[config.mk]
export PLATFORM = sky130hd
export DESIGN_NAME = tsr_router
export DESIGN_NICKNAME = d
export VERILOG_FILES = /design/src/shared/tsr_pkg.sv /design/src/hw/tsr_router.sv
export SDC_FILE = /design/constraint.sdc
export NUM_CORES = 1
export LEC_CHECK = 0
export BUFFER_PORTS_ARGS = -buffer_cell sky130_fd_sc_hd__clkbuf_2
export CORE_ASPECT_RATIO = 1.75
export CORE_MARGIN = 2
export CORE_UTILIZATION = 53
export CTS_CLUSTER_SIZE = 28
export DETAILED_ROUTE_END_ITERATION = 7
export PLACE_DENSITY = 0.79
export SKIP_CTS_REPAIR_TIMING = 1
export SLEW_MARGIN = 40
export SYNTH_ARGS = -nofsm -noshare
export SYNTH_HDL_FRONTEND = slang
export SYNTH_SLANG_ARGS = --single-unit
[constraint.sdc]
create_clock -name sys_clk -period 3.3 [get_ports sys_clk]
set_clock_uncertainty 0.2 [all_clocks]
set_input_delay 0.495 -clock sys_clk [delete_from_list [all_inputs] [get_ports sys_clk]]
set_output_delay 0.495 -clock sys_clk [all_outputs]
set_load 0.02 [all_outputs]
[src/shared/tsr_pkg.sv]
// constants of the timer trigger source router: register map, field layout, reset values
// assumes a 32-bit APB register bus and 7-bit select codes
package tsr_pkg;

   // ----------------------------------------
   // register map
   // ----------------------------------------
   localparam int           TSR_ADDR_W      = 8;
   localparam logic [7:0]   TSR_OFS_BREAK   = 8'h28;
   localparam logic [7:0]   TSR_OFS_TRIG    = 8'h2C;
   localparam logic [31:0]  TSR_RST_BREAK   = 32'h39393939;
   localparam logic [31:0]  TSR_RST_TRIG    = 32'h15151515;

   // ----------------------------------------
   // field layout
   // ----------------------------------------
   localparam int           TSR_SEL_W       = 7;
   localparam int           TSR_OUTS        = 4;
   localparam int           TSR_FIELD_PITCH = 8;
   localparam int           TSR_LOCK_BIT    = 31;
   localparam logic [31:0]  TSR_LOCK_MASK   = 32'h80000000;
   localparam logic [31:0]  TSR_SEL_MASK    = 32'h7F7F7F7F;
   localparam logic [31:0]  TSR_ZERO        = 32'h00000000;

endpackage : tsr_pkg

[src/hw/tsr_router.sv]
// timer trigger source router: two lockable routing registers behind an APB slave
// assumes the trigger sources come from logic on sys_clk, so they are not synchronised
//
// Design decision made here: the APB interface to the registers.
module tsr_router
   import tsr_pkg::*;
#(
   parameter int NUM_SRC = 128
) (
   // clock and reset
   input  wire logic                   sys_clk,
   input  wire logic                   rst,
   // apb slave
   input  wire logic                   psel,
   input  wire logic                   penable,
   input  wire logic                   pwrite,
   input  wire logic [TSR_ADDR_W-1:0]  paddr,
   input  wire logic [31:0]            pwdata,
   output logic      [31:0]            prdata,
   output logic                        pready,
   output logic                        pslverr,
   // internal trigger sources
   input  wire logic [NUM_SRC-1:0]     trigSrc,
   // first timer break inputs, bit n is break input n
   output logic [TSR_OUTS-1:0]         firstTimerBreakIn,
   // second timer internal trigger inputs, bit n is trigger input n
   output logic [TSR_OUTS-1:0]         secondTimerTrigIn
);

   // ----------------------------------------
   // helpers
   // ----------------------------------------
   function automatic logic [TSR_SEL_W-1:0] selField(input logic [31:0] regVal, input int n);
      selField = regVal[n*TSR_FIELD_PITCH +: TSR_SEL_W];
   endfunction : selField

   // next register value: lock is sticky, reserved bits stay zero
   function automatic logic [31:0] nextVal(input logic [31:0] cur, input logic [31:0] wd);
      nextVal = (wd & (TSR_SEL_MASK | TSR_LOCK_MASK)) | (cur & TSR_LOCK_MASK);
   endfunction : nextVal

   function automatic logic routeBit(input logic [NUM_SRC-1:0] src,
                                     input logic [TSR_SEL_W-1:0] code);
      routeBit = (int'(code) < NUM_SRC) ? src[code] : 1'b0;
   endfunction : routeBit

   // ----------------------------------------
   // bus decode
   // ----------------------------------------
   logic [31:0]         breakSel_r;
   logic [31:0]         trigger_selection_unit_r;
   logic [31:0]         breakSel_nxt;
   logic [31:0]         trigger_selection_unit_nxt;
   logic                pready_r;
   logic                pslverr_r;
   logic [31:0]         prdata_r;
   logic [TSR_OUTS-1:0] breakOut_r;
   logic [TSR_OUTS-1:0] trigOut_r;

   wire logic        setupPhase = psel & ~penable;
   wire logic        hitBreak   = (paddr == TSR_OFS_BREAK);
   wire logic        hitTrig    = (paddr == TSR_OFS_TRIG);
   wire logic        mapped     = hitBreak | hitTrig;
   wire logic        wrAccept   = psel & penable & pready_r & pwrite;
   wire logic        breakLock  = breakSel_r[TSR_LOCK_BIT];
   wire logic        trigLock   = trigger_selection_unit_r[TSR_LOCK_BIT];
   wire logic        wrBreak    = wrAccept & hitBreak & ~breakLock;
   wire logic        wrTrig     = wrAccept & hitTrig & ~trigLock;
   wire logic [31:0] rdMux      = hitBreak ? breakSel_r : (hitTrig ? trigger_selection_unit_r : TSR_ZERO);

   assign breakSel_nxt = wrBreak ? nextVal(breakSel_r, pwdata) : breakSel_r;
   assign trigger_selection_unit_nxt  = wrTrig  ? nextVal(trigger_selection_unit_r, pwdata)  : trigger_selection_unit_r;

   // ----------------------------------------
   // registers
   // ----------------------------------------
   always_ff @(posedge sys_clk or posedge rst) begin
      if (rst) begin
         breakSel_r <= TSR_RST_BREAK;
         trigger_selection_unit_r  <= TSR_RST_TRIG;
      end else begin
         breakSel_r <= breakSel_nxt;
         trigger_selection_unit_r  <= trigger_selection_unit_nxt;
      end
   end

   // answer in the cycle after setup, no wait states
   always_ff @(posedge sys_clk or posedge rst) begin
      if (rst) begin
         pready_r  <= 1'b0;
         pslverr_r <= 1'b0;
         prdata_r  <= TSR_ZERO;
      end else begin
         pready_r  <= setupPhase;
         pslverr_r <= setupPhase & ~mapped;
         prdata_r  <= (setupPhase & ~pwrite) ? rdMux : TSR_ZERO;
      end
   end

   // ----------------------------------------
   // routing
   // ----------------------------------------
   // field n drives output n: 6:0, 14:8, 22:16, 30:24
   wire logic [TSR_SEL_W-1:0] breakCode0 = selField(breakSel_r, 0);
   wire logic [TSR_SEL_W-1:0] breakCode1 = selField(breakSel_r, 1);
   wire logic [TSR_SEL_W-1:0] breakCode2 = selField(breakSel_r, 2);
   wire logic [TSR_SEL_W-1:0] breakCode3 = selField(breakSel_r, 3);
   wire logic [TSR_SEL_W-1:0] trigCode0  = selField(trigger_selection_unit_r, 0);
   wire logic [TSR_SEL_W-1:0] trigCode1  = selField(trigger_selection_unit_r, 1);
   wire logic [TSR_SEL_W-1:0] trigCode2  = selField(trigger_selection_unit_r, 2);
   wire logic [TSR_SEL_W-1:0] trigCode3  = selField(trigger_selection_unit_r, 3);

   wire logic [TSR_OUTS-1:0]  breakRoute = {routeBit(trigSrc, breakCode3),
                                            routeBit(trigSrc, breakCode2),
                                            routeBit(trigSrc, breakCode1),
                                            routeBit(trigSrc, breakCode0)};
   wire logic [TSR_OUTS-1:0]  trigRoute  = {routeBit(trigSrc, trigCode3),
                                            routeBit(trigSrc, trigCode2),
                                            routeBit(trigSrc, trigCode1),
                                            routeBit(trigSrc, trigCode0)};

   always_ff @(posedge sys_clk or posedge rst) begin
      if (rst) begin
         breakOut_r <= '0;
         trigOut_r  <= '0;
      end else begin
         breakOut_r <= breakRoute;
         trigOut_r  <= trigRoute;
      end
   end

   assign prdata            = prdata_r;
   assign pready            = pready_r;
   assign pslverr           = pslverr_r;
   assign firstTimerBreakIn = breakOut_r;
   assign secondTimerTrigIn = trigOut_r;

endmodule : tsr_router

==> out/metrics.cfg <==
[die]
die_h_um = 208
fp-row-count = 74
core_area_um2 = 23300
start_util_pct = 53.8
floorplan.die_area_um2 = 25000
fp.dieW_um = 120
io_pins = 215

[critical_path]
cp_common_cell = a211o_1
setup.worst_path.start_class = register
crit_family = flip-flops
cp_data_arrival_time_ns = 2.94
critPathCaptureType = register
cp_slowest_cell = dfstp_2
critical_path_class = reg2reg
slowest_delay_ns = 0.78
critical_path_peak_fanout = 14
crit_buf_inv = 1
cp_cell_sequence = buf_12, mux4_1, nor2b_1, a211oi_1, a211o_1, a211o_1, nand4_1
critical_path_required_ns = 3.33

[detailed_routing]
ant_nets = 0
via_count = 11400
first_iter_violations = 1406
firstDrtPassIters = 6
drc = 0
totalWireLength_mm = 47.5
wire_per_inst_um = 34.1
vias_per_cell = 8.17

[timing]
timing.final.ws_setup_ns = 0.387
maxSlewHeadroom_pct = 47.2
finalHoldViolCount = 0
slew_violations = 0
tightest_slew_ns = 0.792
layout_min_cycle_time_ns = 2.91
hold_ws_ns = 0.0481
period_share_pct = 88.3
setup_violations = 0
max_freq_mhz = 343
grt_setup_unrepaired = false
setup_tns_ns = 0

[finish]
drive_above_1_share_pct = 54.4
areaGrowthSynthToFinish_pct = 11.7
nNetsFinal = 1259
antenna_cells = 0

[global_routing]
grt_remaining_overflow = 0
grtUsageTotal_pct = 38.8
grt_max_degree = 98
grt_pass1_wl_mm = 71.5
grt_pass1_vias = 11500
antenna_found_initial = 0

[cts]
clockRootBuffer = clkbuf_16
htreeDepth = 3
cts_sinks = 97
cts_buffer_depth = 2
cts_tree = yes
cts_buffers = 9
clk_latency_ns = 0.37
cts.clk_slew.worst_paths_ns = 0.07

[synthesis]
ys_ff_latch = 97
netlist_top_cells_area = mux4_2 39%, dfrtp_1 14%, mux4_1 8.2%
postSynthCellCount = 930
synth_top_area_share_pct = 39.3
synthTopCellsByCount = 219 x mux4_2, 69 x dfrtp_1, 66 x mux2_2
synthesis.area_um2 = 12600
ys.warnings.count = 0
synth_top_flop_cell = dfrtp_1
synthArstFlopShare_pct = 100
seq_area_frac_synth_pct = 19.6
synth_edf_count = 0
syn_area_per_cell_um2 = 13.5
yosys.area.top_type = mux4_2
yosysMostFrequentCell = mux4_2
yosysUniqueCellTypes = 44

[job]
maxCapViolCount = 0

[status]
status = complete, no violations

[power]
finalPower_w = 0.00301
ir_drop_uv = 254
p_per_area_nw_per_um2 = 215
p_leak_nw = 4.94

[placement]
gp_congestion = 1.09
dpl.hpwl_mm = 35.2
preCtsSetupSlack_ns = 0.473
io_buffer_count = 208

[min_path]
min_path_type = in2async

[where the power goes]
| part | switching, W | leakage [nW] | total, W | internal, W |
|---|---|---|---|---|
| clock network | 0.000477 | 0.129 | 0.000989 | 0.000512 |
| registers | 0.0000155 | 1.23 | 0.00122 | 0.00120 |
| logic | 0.000444 | 3.58 | 0.000807 | 0.000362 |
| total | 0.000937 | 4.94 | 0.00301 | 0.00208 |
[state kept, by name, indices dropped and copies added (netlist names)]
name                      count
prdata                       29
breakSel_r                   29
secondTimerTrigIn             4
firstTimerBreakIn             4
pready                        1
pslverr                       1
trigger_selection_unit_r     29
[tightest hold or removal path: cells and delay by family]
family | cells | cell delay, ns
buffers and inverters | 3 | 0.55
[through the flow]
stage / cells / area (um2) / utilization [%]
floorplan: 932 / 12600 / -
global placement: 1379 / 13800 / 59.0
detailed placement: 1379 / 13800 / 59.0
CTS: 1395 / 14000 / 60.1
global route: 1395 / 14000 / 60.2
finish: 1395 / 14000 / 60.2
[placed cells by master, fill, tap and decap left out, drive strengths merged, types with 32 or more instances in the layout]
cell | synthesis | layout
a22oi | 39 | 39
nand2 | 32 | 32
dfrtp | 69 | 69
mux2 | 66 | 66
clkbuf | 32 | 218
nor2 | 55 | 55
nor2b | 33 | 33
mux4 | 262 | 262
buf | 78 | 45
mux2i | 64 | 64
[logic make-up (layout without fill, tap and decap cells)]
kind of cell / after synthesis / in the layout / share of synthesized area (%)
compound gates: 117 / 117 / 6.58
buf+inv: 112 / 271 / 5.45
flops: 97 / 97 / 19.6
mux: 392 / 392 / 59.2
other cells: 1 / 3 / 0.0299
simple gates: 211 / 211 / 9.10
[worst paths after layout]
| path | startpoint | end | slack (ns) | depth (start not counted) |
|---|---|---|---|---|
| hold reg to reg | breakSel_r[31] | breakSel_r[31] | 0.31 | 1 |
| setup reg to reg | breakSel_r[8] | firstTimerBreakIn[1] | 0.39 | 7 |
| min in group sys_clk | penable | pready | 0.12 | 2 |
| setup / recovery | breakSel_r[8] | firstTimerBreakIn[1] | 0.39 | 7 |
| hold / removal | rst | firstTimerBreakIn[2] | 0.05 | 3 |
| max in group asynchronous | rst | trigger_selection_unit_r[1] | 2.44 | 3 |
[layer usage]
layer / vias to the layer above / GRT usage, % / wire, um
met5: - / 0 / 0
met2: 1180 / 61.6 / 22600
met4: 0 / 29.4 / 4960
met3: 369 / 8.16 / 5800
met1: 5530 / 45.8 / 14100
li1: 4318 / - / -
[area by class of cell]
class | instances | area (um2)
inverters | 2 | 10.0
clock buffers | 10 | 229
repair buffers | 253 | 1480
flip-flops and latches | 97 | 2460
clock inverters | 6 | 42.5
multi-input cells | 723 | 9430
well taps | 304 | 380
fillers | 1896 | 9300
Note: power is estimated with default switching activity, not from simulation.
